==> config.mk <==
export PLATFORM = sky130hd
export DESIGN_NAME = local_cpu_bus_interrupt_port
export DESIGN_NICKNAME = d
export VERILOG_FILES = /design/src/rtl/lcb_pkg.sv /design/src/rtl/local_cpu_bus_interrupt_port.sv /design/src/rtl/phase_clk_gen.sv
export VERILOG_INCLUDE_DIRS = /design/src /design/src/rtl
export SDC_FILE = /design/constraint.sdc
export NUM_CORES = 1
export LEC_CHECK = 0
export ABC_AREA = 0
export BUFFER_PORTS_ARGS = -buffer_cell sky130_fd_sc_hd__buf_2
export CAP_MARGIN = 15
export CORE_MARGIN = 2
export CORE_UTILIZATION = 35
export CTS_CLUSTER_SIZE = 30
export DETAILED_ROUTE_END_ITERATION = 8
export GPL_ROUTABILITY_DRIVEN = 1
export GPL_TIMING_DRIVEN = 0
export RECOVER_POWER = 25
export SYNTH_ARGS = -nofsm -noshare
export SYNTH_HDL_FRONTEND = slang
export SYNTH_SLANG_ARGS = --single-unit
==> constraint.sdc <==
create_clock -name mclk -period 4.2 [get_ports mclk]
set_clock_uncertainty 0.15 [all_clocks]
set_input_delay 0.84 -clock mclk [delete_from_list [all_inputs] [get_ports mclk]]
set_output_delay 0.84 -clock mclk [all_outputs]
set_load 0.03 [all_outputs]
==> src/rtl/lcb_defs.svh <==
/*
  Constants for the local processor port: function codes, interrupt levels,
  reset values and clock figures. Assumes a single 25 MHz system clock.
*/
`ifndef LCB_DEFS_SVH
`define LCB_DEFS_SVH

// Clock figures in their own units.
`define LCB_MCLK_PERIOD_NS   40
`define LCB_CARD_CLK_MHZ     10

// Function code seen during an interrupt acknowledge cycle.
`define LCB_IACK_CODE        2'h3

// Interrupt levels, as plain priority numbers.
`define LCB_LVL_NONE         2'h0
`define LCB_LVL_TIMER        2'h1
`define LCB_LVL_BACKPLANE    2'h2
`define LCB_LVL_IO           2'h3

// Idle levels of the active-low pins.
`define LCB_PRIO_IDLE        2'h3
`define LCB_PIN_IDLE         1'h1

`endif

==> src/rtl/lcb_pkg.sv <==
/*
  Types shared by the local processor port: bus owner states, register
  access sizes, backplane request bundle and the state record of the port.
  Assumes the constants header is included by the design files.
*/
package lcb_pkg;

  // Who owns the local bus this cycle.
  typedef enum logic [2:0] {
    OWN_IDLE = 3'h1,
    OWN_BP   = 3'h2,
    OWN_CPU  = 3'h4
  } owner_e;

  // Register access size chosen by the processor's byte strobes.
  typedef enum logic [2:0] {
    SZ_NONE = 3'h1,
    SZ_LOW  = 3'h2,
    SZ_WORD = 3'h4
  } reg_size_e;

  // Local-bus request made on behalf of the backplane.
  typedef struct packed {
    logic active;  // Cycle in progress.
    logic word;    // 16-bit transfer.
    logic odd;     // Odd byte when not a word.
    logic read;    // Read when high.
  } bp_req_s;

  // One driven pin: level and output enable.
  typedef struct packed {
    logic o;
    logic oe;
  } pin_s;

  // Complete state of the port.
  typedef struct packed {
    owner_e    own;
    logic [1:0] lvl;
    logic [1:0] prio_n;
    pin_s      up_strb;
    pin_s      low_strb;
    pin_s      rd_wr;
    pin_s      ack;
    logic      dram_rw_n;
    logic      slow_n;
    reg_size_e size;
  } lcb_state_s;

endpackage

==> src/rtl/local_cpu_bus_interrupt_port.sv <==
/*
  Local processor side of a backplane interface controller: interrupt
  priority encoding, byte strobe and read/write direction, transfer
  acknowledge, slow peripheral select and the card clock.
  Assumes all inputs are synchronous to mclk and that an outside resolver
  forms pin levels from the level and enable pairs.
*/
`timescale 1ns/100ps
`include "lcb_defs.svh"

// Function
// Only both function codes high means acknowledge.
// External request raises level 3.
// Levels: timer 1, backplane 2, I/O 3.
// Inverted two-line encoding; top line undriven.
// Hold level until acknowledge cycle.
// Highest pending level wins.
// Drive byte strobes for backplane transfers.
// Processor strobes select byte or word.
// Drive symmetric card clock from phases.
// Card supplies two phase-shifted clocks.
// Drive read/write only for backplane cycles.
// Read/write high reads, low writes.
// Separate memory read/write, write only strobed.
// Flag slow peripheral addresses.
// No slow cycles for backplane accesses.
// Drive transfer acknowledge for processor accesses.
module local_cpu_bus_interrupt_port (
  input  wire logic              mclk,                // System clock, 25 MHz.
  input  wire logic              rst_b,               // Asynchronous reset, active low.
  input  wire logic [1:0]        func_code_in,        // Processor function code.
  input  wire logic              io_irq_in_n,         // External I/O request, active low.
  input  wire logic              timer_irq,           // Internal timer request.
  input  wire logic              bp_irq,              // Backplane request.
  input  wire lcb_pkg::bp_req_s  bp_req,              // Backplane local-bus request.
  input  wire logic              cpu_as_n,            // Processor address strobe.
  input  wire logic              cpu_reg_sel,         // Address hits controller space.
  input  wire logic              cpu_ready,           // Controller side done.
  input  wire logic              slow_addr_hit,       // Address hits slow peripheral.
  input  wire logic              rd_wr_in,            // Read/write pin input level.
  input  wire logic              up_byte_strobe_n_i,  // Upper strobe pin input.
  input  wire logic              low_byte_strobe_n_i, // Lower strobe pin input.
  input  wire logic              phase_clk_a,         // First phase clock.
  input  wire logic              phase_clk_b,         // Second phase clock.
  output logic [1:0]             irq_prio_out_n,      // Priority lines, active low.
  output lcb_pkg::pin_s          up_byte_strobe_n,    // Upper strobe drive.
  output lcb_pkg::pin_s          low_byte_strobe_n,   // Lower strobe drive.
  output lcb_pkg::pin_s          rd_wr_n,             // Read/write drive.
  output lcb_pkg::pin_s          xfer_ack_n,          // Transfer acknowledge drive.
  output logic                   dram_rd_wr_n,        // Memory read/write.
  output logic                   slow_periph_sel_n,   // Slow peripheral select.
  output lcb_pkg::reg_size_e     reg_size,            // Register access size.
  output logic                   card_clk_out         // Card clock.
);
  import lcb_pkg::*;

  lcb_state_s st_ff;
  lcb_state_s nxt_st;
  logic       iack;
  logic [1:0] pend_lvl;

  // acknowledge decode
  assign iack = (func_code_in == `LCB_IACK_CODE);

  // highest pending level
  // I/O request maps to level 3; levels per source.
  always_comb begin
    if (!io_irq_in_n) begin
      pend_lvl = `LCB_LVL_IO;
    end else if (bp_irq) begin
      pend_lvl = `LCB_LVL_BACKPLANE;
    end else if (timer_irq) begin
      pend_lvl = `LCB_LVL_TIMER;
    end else begin
      pend_lvl = `LCB_LVL_NONE;
    end
  end

  // Next state of the whole port.
  always_comb begin
    nxt_st = st_ff;
    // hold until acknowledge
    // A new level is not loaded during the acknowledge cycle itself, so a
    // request that is still pending shows again right after it ends.
    if (st_ff.lvl != `LCB_LVL_NONE) begin
      if (iack) begin
        nxt_st.lvl = `LCB_LVL_NONE;
      end
    end else if (!iack) begin
      nxt_st.lvl = pend_lvl;
    end
    // inverted priority encoding
    nxt_st.prio_n = ~nxt_st.lvl;

    // Bus ownership. The backplane wins when both arrive together.
    unique case (st_ff.own)
      OWN_IDLE: begin
        if (bp_req.active) begin
          nxt_st.own = OWN_BP;
        end else if (!cpu_as_n && cpu_reg_sel) begin
          nxt_st.own = OWN_CPU;
        end
      end
      OWN_BP: begin
        if (!bp_req.active) begin
          nxt_st.own = OWN_IDLE;
        end
      end
      OWN_CPU: begin
        if (cpu_as_n) begin
          nxt_st.own = OWN_IDLE;
        end
      end
      default: begin
        nxt_st.own = OWN_IDLE;
      end
    endcase

    // backplane byte strobes
    nxt_st.up_strb.oe  = (nxt_st.own == OWN_BP);
    nxt_st.low_strb.oe = (nxt_st.own == OWN_BP);
    nxt_st.up_strb.o   = !(nxt_st.up_strb.oe && (bp_req.word || !bp_req.odd));
    nxt_st.low_strb.o  = !(nxt_st.low_strb.oe && (bp_req.word || bp_req.odd));

    // read/write direction
    // high reads, low writes
    nxt_st.rd_wr.oe = (nxt_st.own == OWN_BP);
    nxt_st.rd_wr.o  = nxt_st.rd_wr.oe ? bp_req.read : `LCB_PIN_IDLE;

    // memory read/write
    // Low only while a write strobe is out, so refresh-only cycles with
    // no strobe always see a read level.
    if (nxt_st.own == OWN_BP) begin
      nxt_st.dram_rw_n = bp_req.read || (nxt_st.up_strb.o && nxt_st.low_strb.o);
    end else begin
      nxt_st.dram_rw_n = rd_wr_in ||
                         (up_byte_strobe_n_i && low_byte_strobe_n_i);
    end

    // register access size
    // An upper-byte-only access is not a register operation here.
    nxt_st.size = SZ_NONE;
    if (nxt_st.own == OWN_CPU) begin
      if (!up_byte_strobe_n_i && !low_byte_strobe_n_i) begin
        nxt_st.size = SZ_WORD;
      end else if (!low_byte_strobe_n_i) begin
        nxt_st.size = SZ_LOW;
      end
    end

    // transfer acknowledge
    // Once given, the acknowledge stays low until the address strobe ends.
    nxt_st.ack.oe = (nxt_st.own == OWN_CPU);
    if (!nxt_st.ack.oe) begin
      nxt_st.ack.o = `LCB_PIN_IDLE;
    end else if (cpu_ready) begin
      nxt_st.ack.o = 1'h0;
    end

    // slow peripheral select
    // never for backplane
    nxt_st.slow_n = !(!cpu_as_n && slow_addr_hit && nxt_st.own != OWN_BP &&
                      !bp_req.active);
  end

  // State register.
  always_ff @(posedge mclk or negedge rst_b) begin
    if (!rst_b) begin
      st_ff           <= '0;
      st_ff.own       <= OWN_IDLE;
      st_ff.prio_n    <= `LCB_PRIO_IDLE;
      st_ff.up_strb   <= '{o: `LCB_PIN_IDLE, oe: 1'h0};
      st_ff.low_strb  <= '{o: `LCB_PIN_IDLE, oe: 1'h0};
      st_ff.rd_wr     <= '{o: `LCB_PIN_IDLE, oe: 1'h0};
      st_ff.ack       <= '{o: `LCB_PIN_IDLE, oe: 1'h0};
      st_ff.dram_rw_n <= `LCB_PIN_IDLE;
      st_ff.slow_n    <= `LCB_PIN_IDLE;
      st_ff.size      <= SZ_NONE;
    end else begin
      st_ff <= nxt_st;
    end
  end

  // symmetric card clock
  phase_clk_gen u_phase_clk_gen (
    .mclk         (mclk),
    .rst_b        (rst_b),
    .phase_clk_a  (phase_clk_a),
    .phase_clk_b  (phase_clk_b),
    .card_clk_out (card_clk_out)
  );

  // Outputs come straight from the state register.
  assign irq_prio_out_n    = st_ff.prio_n;
  assign up_byte_strobe_n  = st_ff.up_strb;
  assign low_byte_strobe_n = st_ff.low_strb;
  assign rd_wr_n           = st_ff.rd_wr;
  assign xfer_ack_n        = st_ff.ack;
  assign dram_rd_wr_n      = st_ff.dram_rw_n;
  assign slow_periph_sel_n = st_ff.slow_n;
  assign reg_size          = st_ff.size;
endmodule

==> src/rtl/phase_clk_gen.sv <==
/*
  Derives a symmetric card clock from two phase-shifted 10 MHz clocks.
  Assumes both inputs are synchronous to mclk and 50 ns apart, and that
  mclk runs at 40 ns, so samples step through the phase cycle 40 ns apart.
*/
`timescale 1ns/100ps

module phase_clk_gen (
  input  wire logic mclk,         // System clock.
  input  wire logic rst_b,        // Asynchronous reset, active low.
  input  wire logic phase_clk_a,  // Phase clock falling at 0 ns.
  input  wire logic phase_clk_b,  // Phase clock falling at 50 ns.
  output logic      card_clk_out  // Symmetric card clock.
);

  typedef struct packed {
    logic a_q;
    logic b_q;
    logic clk;
  } pcg_state_s;

  pcg_state_s st_ff;
  pcg_state_s nxt_st;

  // A low marks the low half, B low the high half. The 25 ns low pulses can
  // fall between two samples, so plain edge detection would lose them.
  // Two samples in a row with both phases high lie in opposite quarters,
  // so the clock toggles then and keeps step without seeing every pulse.
  always_comb begin
    nxt_st     = st_ff;
    nxt_st.a_q = phase_clk_a;
    nxt_st.b_q = phase_clk_b;
    if (!phase_clk_a) begin
      nxt_st.clk = 1'h0;
    end else if (!phase_clk_b) begin
      nxt_st.clk = 1'h1;
    end else if (st_ff.a_q && st_ff.b_q) begin
      nxt_st.clk = !st_ff.clk;
    end
  end

  // State register.
  always_ff @(posedge mclk or negedge rst_b) begin
    if (!rst_b) begin
      st_ff <= '0;
    end else begin
      st_ff <= nxt_st;
    end
  end

  assign card_clk_out = st_ff.clk;

endmodule

Word-level counts from Yosys, hierarchy flattened:

Index checks and enable logic that the tools add are counted.

* divide/modulo/power cells: 0
* multiplexer cells: 21
* equality and inequality tests: 9
* multiply operators: 0
* add/subtract/negate cells: 0
* shift-type cells: 0
* reductions and logical operators: 24
* bitwise operators: 1
* $lt $le $gt $ge: 0

Operators with widths (count)
* $mux W3: 6
* $mux W2: 6
* $logic_and A1 B1 Y1: 10
* $logic_not A1 Y1: 9
* $pmux W3 S3: 1
* $mux W1: 8
* $eq A3 B2 Y1 const B: 2
* $eq A3 B3 Y1 const B: 2
* $ne A3 B2 Y1 const B: 2
* $logic_or A1 B1 Y1: 4
* $eq A3 B1 Y1 const B: 1
* $eq A2 B2 Y1 const B: 1
* $ne A2 B2 Y1 const B: 1
* $not A2 Y2: 1
* $reduce_bool A2 Y1: 1

* memories kept: 0
* register bits after elaboration: 21
* RAM bits: 0
* ROM bits: 0
* bits in latches: 0

Logic depth before layout (Yosys ltp):

Gate-level depths: netlist of the first run.

* depth after elaboration: 11
* depth in mapped cells: 4
* depth with buffers taken out: 4

By module:

From an unflattened synthesis of the first run, not the netlist that was laid out.

* cells, all modules: 76
* area total of the unflattened synthesis: 899.6 sq um

Modules (own cells, without submodules)
* local_cpu_bus_interrupt_port: seq. area each 462.9 sq um, instances 1, area an instance 797.0 sq um, cells an instance 69
* phase_clk_gen: seq. area each 75.1 sq um, instances 1, area an instance 102.6 sq um, cells an instance 7

Worst setup path before layout of the first run:

Ideal clock, no wire load.

* path type: register to output
* start point: register st_ff (netlist bit xfer_ack_n[1])
* end point: output port xfer_ack_n[1] (netlist name)
* arrival: 0.648 ns
* cell stages (with the launch flop): 2
* slack: 2.562 ns
* path through: dfstp_2 > buf_4

RTL lines
* start, declared: line local_cpu_bus_interrupt_port.sv:57 `lcb_state_s st_ff;`
* start signal, assigned: line local_cpu_bus_interrupt_port.sv:180 `st_ff <= nxt_st;`
* end, declared: line local_cpu_bus_interrupt_port.sv:49 `output lcb_pkg::pin_s xfer_ack_n,`

No word-level cell between the ends.

Worst setup path in the final report of the first run:

* start point: register st_ff (netlist bit xfer_ack_n[1])
* end point: output port xfer_ack_n[1] (netlist name)

No word-level cell between the ends.

==> results.ini, run 1 <==
[run_status]
status = complete, no violations

[placed_design]
port-buffer-count = 35
place_congestion = 0.633
dp_hpwl_um = 1100
pre_cts_ws_ns = 2.32

[logic_synthesis]
synth_warnings = 0
synth_area_leaders = dfrtp_1 (31%), dfstp_2 (29%), buf_4 (11%)
seq_area_frac_synth_pct = 60.3
synth_top_area_share_pct = 30.9
synthCells = 75
netlist_area_um2 = 892
synth_seq_cells = 21
syn_nets = 95
synth.largest_area_cell = dfrtp_1
syn_avg_cell_area_um2 = 11.9
synth_cell_types = 23

[pwr]
peakVddDrop_v = 0.000345
leakage_nw = 0.581
power_density_nw_per_um2 = 542

[layout]
final_common_cell = buf_2
area_delta_synth_final_pct = 26.6
final_cell_mix = buf_2 (33), buf_4 (13), dfrtp_1 (11)
diodes = 0
fillers = 242
layout-drive-gt1-share_pct = 57.0
finalNetCount = 135

[clock_network]
cts_resized = 0
clkSinkCount = 21
numCtsBuffers = 3
post-cts-setup-buffers = 0
clock_latency_ns = 0.30
cts.htree.levels = 1
clk_pin_slew_ns = 0.11
clk_path_buf_depth = 2
hold_buffers = 0
cts_tree = yes
clockRootBuffer = clkbuf_4

[routing]
dr_total_vias = 621
wl_per_cell_um = 9.81
drc = 0
wirelength_um = 1410
final_antenna_net_count = 0
vias_per_cell = 4.31
drt_iter0_drc = 1
firstDrtPassIters = 3

[die]
die-area_um2 = 2970
pin_count = 36
start_util_pct = 36.3
core.rowCount = 18
die_h_um = 54.5
die_w_um = 54.5
core_um2 = 2450

[sta]
clock.fmax_mhz = 474
tightestPinTransition_ns = 1.02
drv_slew = 0
fin_crit_sh_pct = 50.2
rsz0062_at_grt = no
hold_viol = 0
relSlewSlack_pct = 31.8
setup-tns-final_ns = 0
setup_slack_ns = 2.09
period_needed_ns = 2.11
setup_viol = 0

[grt]
antenna_found_initial = 0
grt_usage_pct = 11.4
grt_pass1_wl_um = 2330
overflow = 0
grt_max_degree = 22
grt_pass1_vias = 578

[worst_setup_path]
r2r_slack_ns = 2.74
cp_max_fo = 2
cp.required_ns = 3.21
worstPathArrival_ns = 1.12
crit_path_start_kind = register
worstSetupEndpointType = output port
criticalPathCategory = reg2out

[flow_run]
max_cap_viol_count = 0

[min_path]
min_path_type = reg2reg

[critical path, cell delays in order, from the launching register on]
cell and delay, ns:
dfstp_2 0.55, buf_4 0.09, buf_2 0.18
[cells by family after synthesis]
kind of cell	after synthesis	share of synthesized area, %
flip-flops	21	60.3
AND/OR/NAND/NOR	19	14.0
XOR/XNOR	2	1.96
AO/OA/AOI/OAI	13	9.12
buffers and inverters	19	13.5
multiplexers	1	1.12
[per-stage QoR]
| stage | total power [mW] | area (um^2) | std cells | hold WS [ns] | util [%] |
|---|---|---|---|---|---|
| 2_1_floorplan | 0.466 | 892 | 75 | 0.277 | - |
| 3_3_place_gp | 0.520 | 1100 | 140 | 0.295 | 45.0 |
| 3_5_place_dp | 0.525 | 1100 | 140 | 0.295 | 45.0 |
| 4_1_cts | 0.623 | 1130 | 144 | 0.312 | 46.1 |
| 5_1_grt | 0.656 | 1130 | 144 | 0.346 | 46.0 |
| 6_report | 0.613 | 1130 | 144 | 0.311 | 46.0 |
[cell type report]
| type | count | area, um^2 | area share (%) |
|---|---|---|---|
| Sequential cell | 21 | 538 | 47.6 |
| Multi-Input combinational cell | 35 | 234 | 20.7 |
| Timing Repair Buffer | 35 | 173 | 15.3 |
| Buffer | 13 | 97.6 | 8.64 |
| Tap cell | 30 | 37.5 | 3.32 |
| Clock buffer | 3 | 22.5 | 1.99 |
| Inverter | 6 | 22.5 | 1.99 |
| Clock inverter | 1 | 5.00 | 0.443 |
[state kept, by name (all words and copies together) (netlist names)]
name	count
dram_rd_wr_n	1
reg_size	3
st_ff	5
irq_prio_out_n	2
up_byte_strobe_n	1
slow_periph_sel_n	1
xfer_ack_n	2
u_phase_clk_gen.st_ff	2
u_phase_clk_gen.card_clk_out	1
rd_wr_n	2
low_byte_strobe_n	1
[routing by layer]
layer | global-route usage, % | vias to the layer above | wire [um]
li1 | - | 310 | -
met1 | 13.1 | 287 | 581
met2 | 18.5 | 20 | 689
met3 | 3.01 | 4 | 108
met4 | 7.50 | 0 | 34
met5 | 0 | - | 0
[cells in the mapped netlist, drive strengths merged]
cell and count:
a21boi 1, a21oi 3, and2b 1, and4bb 2
buf 13, dfrtp 11, dfstp 10, inv 6
mux2i 1, nand2 4, nand2b 2, nor2 3
nor2b 1, nor3 2, nor3b 3, nor4b 1
o211a 1, o21a 2, o21ai 6, xnor2 1
xor2 1
[power breakdown]
part,internal [mW],switching (mW)
clock network,0.0355,0.0586
logic,0.101,0.132
registers,0.258,0.0270
[worst paths after layout]
path,from,endpoint,depth (start not counted)
max in group asynchronous,rst_b,u_phase_clk_gen.st_ff[2]$_DFF_PN0_,1
worst min register to register,st_ff[16]$_DFF_PN0_,irq_prio_out_n[1]$_DFF_PN1_,1
min in group asynchronous,rst_b,reg_size[2]$_DFF_PN0_,1
worst min-delay path,st_ff[16]$_DFF_PN0_,irq_prio_out_n[1]$_DFF_PN1_,1
worst max-delay path,xfer_ack_n[1]$_DFFE_PN1P_,xfer_ack_n[1],2
worst max register to register,st_ff[17]$_DFF_PN1_,dram_rd_wr_n$_DFF_PN1_,3
Note: power is estimated with default switching activity, not from simulation.
==> run 2: changes to the inputs <==
clock period = 2.1 ns   (was 4.2 ns; I/O delays follow)
==> results.ini, run 2 (same netlist as run 1, synthesis figures left out) <==
[clock_network]
clkSinkCount = 21  ; unchanged
cts_tree = yes  ; unchanged
clockRootBuffer = clkbuf_4  ; unchanged
cts.htree.levels = 1  ; unchanged
clk_path_buf_depth = 2  ; unchanged
clock_latency_ns = 0.30  ; about the same
numCtsBuffers = 3  ; unchanged
clk_pin_slew_ns = 0.11  ; about the same
cts_resized = 0  ; unchanged

[pwr]
power.switching_mw = 0.435  ; was 0.217 mW
p_sw_share_pct = 35.5  ; about the same
pwr-share-comb_pct = 38.1  ; was 38.0%
power_frac_seq_pct = 46.5  ; was 46.6%
clockPowerShare_pct = 15.4  ; about the same
power_density_nw_per_um2 = 1080  ; was 542 nW/um^2
leakage_nw = 0.582  ; was 0.581 nW
p_int_mw = 0.791  ; was 0.395 mW
peakVddDrop_v = 0.000690  ; was 0.000345 V

[worst_setup_path]
cp_cell_sequence = buf_4 > buf_2  ; unchanged
reg2reg_from = st_ff[17]$_DFF_PN1_  ; unchanged
worstPathArrival_ns = 1.12  ; about the same
cp-endpoint = xfer_ack_n[1]  ; unchanged
path_buf_inv = 2  ; unchanged
r2r_slack_ns = 0.64  ; was 2.74 ns
cp_max_fo = 2  ; unchanged
worstSetupEndpointType = output port  ; unchanged
crit_path_start_kind = register  ; unchanged
max_stage_delay_ns = 0.55  ; about the same
worst-path-stages = 2  ; unchanged
criticalPathCategory = reg2out  ; unchanged
slowest_stage = dfstp_2  ; unchanged
cp.required_ns = 1.53  ; was 3.21 ns
crit_start = xfer_ack_n[1]$_DFFE_PN1P_  ; unchanged
r2r-end = dram_rd_wr_n$_DFF_PN1_  ; unchanged
cp_top_family = flip-flops  ; unchanged
reg2reg_depth = 3  ; unchanged

[layout]
finalNetCount = 136  ; was 135
layout-drive-gt1-share_pct = 55.7  ; was 57.0%
largest_reg_flops = 5  ; unchanged
registers.top_by_ff_count = st_ff  ; unchanged
diodes = 0  ; unchanged
fin_util_pct = 46.4  ; was 46.0%
final_cell_mix = buf_2 (32), buf_4 (13), dfrtp_1 (11)  ; was buf_2 (33), buf_4 (13), dfrtp_1 (11)
final_common_cell = buf_2  ; unchanged
final_cells = 145  ; was 144
area_delta_synth_final_pct = 27.6  ; was 26.6%
fillers = 243  ; was 242

[sta]
tightestPinTransition_ns = 1.04  ; was 1.02 ns
drv_slew = 0  ; unchanged
clock.fmax_mhz = 592
relSlewSlack_pct = 30.5  ; was 31.8%
period_needed_ns = 1.69
fin_crit_sh_pct = 80.4
setup-tns-final_ns = 0  ; unchanged
rsz0062_at_grt = no  ; unchanged
hold_viol = 0  ; unchanged
setup_viol = 0  ; unchanged

[routing]
vias_per_cell = 4.28  ; was 4.31
dr_total_vias = 621  ; unchanged
firstDrtPassIters = 3  ; unchanged
wirelength_um = 1420  ; was 1410 um
drt_iter0_drc = 2  ; was 1
final_antenna_net_count = 0  ; unchanged
wl_per_cell_um = 9.79  ; was 9.81 um
drc = 0  ; unchanged

[grt]
overflow = 0  ; unchanged
grt_pass1_wl_um = 2350  ; was 2330 um
grt_usage_pct = 11.4  ; about the same
grt_pass1_vias = 584  ; was 578
grt_max_degree = 22  ; unchanged
antenna_found_initial = 0  ; unchanged

[die]
die_w_um = 54.5  ; unchanged
start_util_pct = 36.3  ; unchanged
core_um2 = 2450  ; unchanged
core.rowCount = 18  ; unchanged
die_h_um = 54.5  ; unchanged
pin_count = 36  ; unchanged
die-area_um2 = 2970  ; unchanged

[flow_run]
max_cap_viol_count = 0  ; unchanged

[placed_design]
dp.cells = 140  ; unchanged
dp_hpwl_um = 1100  ; unchanged
port-buffer-count = 35  ; unchanged
place_congestion = 0.633  ; unchanged

[run_status]
status = complete, no violations  ; unchanged

[min_path]
hp-start = slow_addr_hit  ; was st_ff[16]$_DFF_PN0_
min_path_type = in2reg  ; was reg2reg

[run 2: cell types whose count changed in the layout (fill, tap and decap cells not counted), sizes merged]
cell / previous run / this run
buf: 46 / 45
dlygate4sd3: 0 / 1
clkbuf: 5 / 6
[run 2: through the flow]
step	power, mW	cell area (um^2)	hold slack (ns)	worst slack, ns
2_1_floorplan	0.931	892	-0.0256	0.781
3_3_place_gp	1.04	1100	0.245	0.686
3_5_place_dp	1.05	1100	0.245	0.644
4_1_cts	1.25	1140	0.0612	0.398
5_1_grt	1.31	1140	0.0635	0.269
6_report	1.23	1140	0.0709	0.411
[run 2: power groups by stage]
stage          registers (mW)  clock network (mW)  logic [mW]
2_1_floorplan           0.586                   0       0.345
6_report                0.571               0.188       0.467
4_1_cts                 0.572               0.202       0.475
3_5_place_dp            0.578                   0       0.473
3_3_place_gp            0.576                   0       0.465
5_1_grt                 0.583               0.209       0.522
[run 2: worst min path at each step]
stage / end / cells past startpoint
2_1_floorplan: rd_wr_n[0]$_DFF_PN0_ / 0
3_3_place_gp: rd_wr_n[0]$_DFF_PN0_ / 1
3_5_place_dp: reg_size[2]$_DFF_PN0_ / 1
4_1_cts: slow_periph_sel_n$_DFF_PN1_ / 2
5_1_grt: u_phase_clk_gen.st_ff[1]$_DFF_PN0_ / 1
6_report: slow_periph_sel_n$_DFF_PN1_ / 2
[run 2: per-layer routing]
layer	part of all wire [%]	GRT usage [%]
met1	43	13.1
met4	2.4	7.50
met3	7.6	3.01
met5	0	0
met2	47	18.7
[run 2: layout make-up]
| cell class | count | area (um^2) | area share [%] |
|---|---|---|---|
| plain buffers | 13 | 97.6 | 8.57 |
| clock buffers | 3 | 22.5 | 1.98 |
| clock inverters | 1 | 5.00 | 0.440 |
| inverters | 6 | 22.5 | 1.98 |
| multi-input cells | 35 | 234 | 20.5 |
| flip-flops and latches | 21 | 538 | 47.3 |
| well taps | 30 | 37.5 | 3.30 |
| repair buffers | 36 | 181 | 15.9 |
[run 2: timing repair]
action / in CTS / in global routing
setup buffers: 0 / 0
hold buffers: 1 / 0
endpoints found under the hold margin: 11 / 0
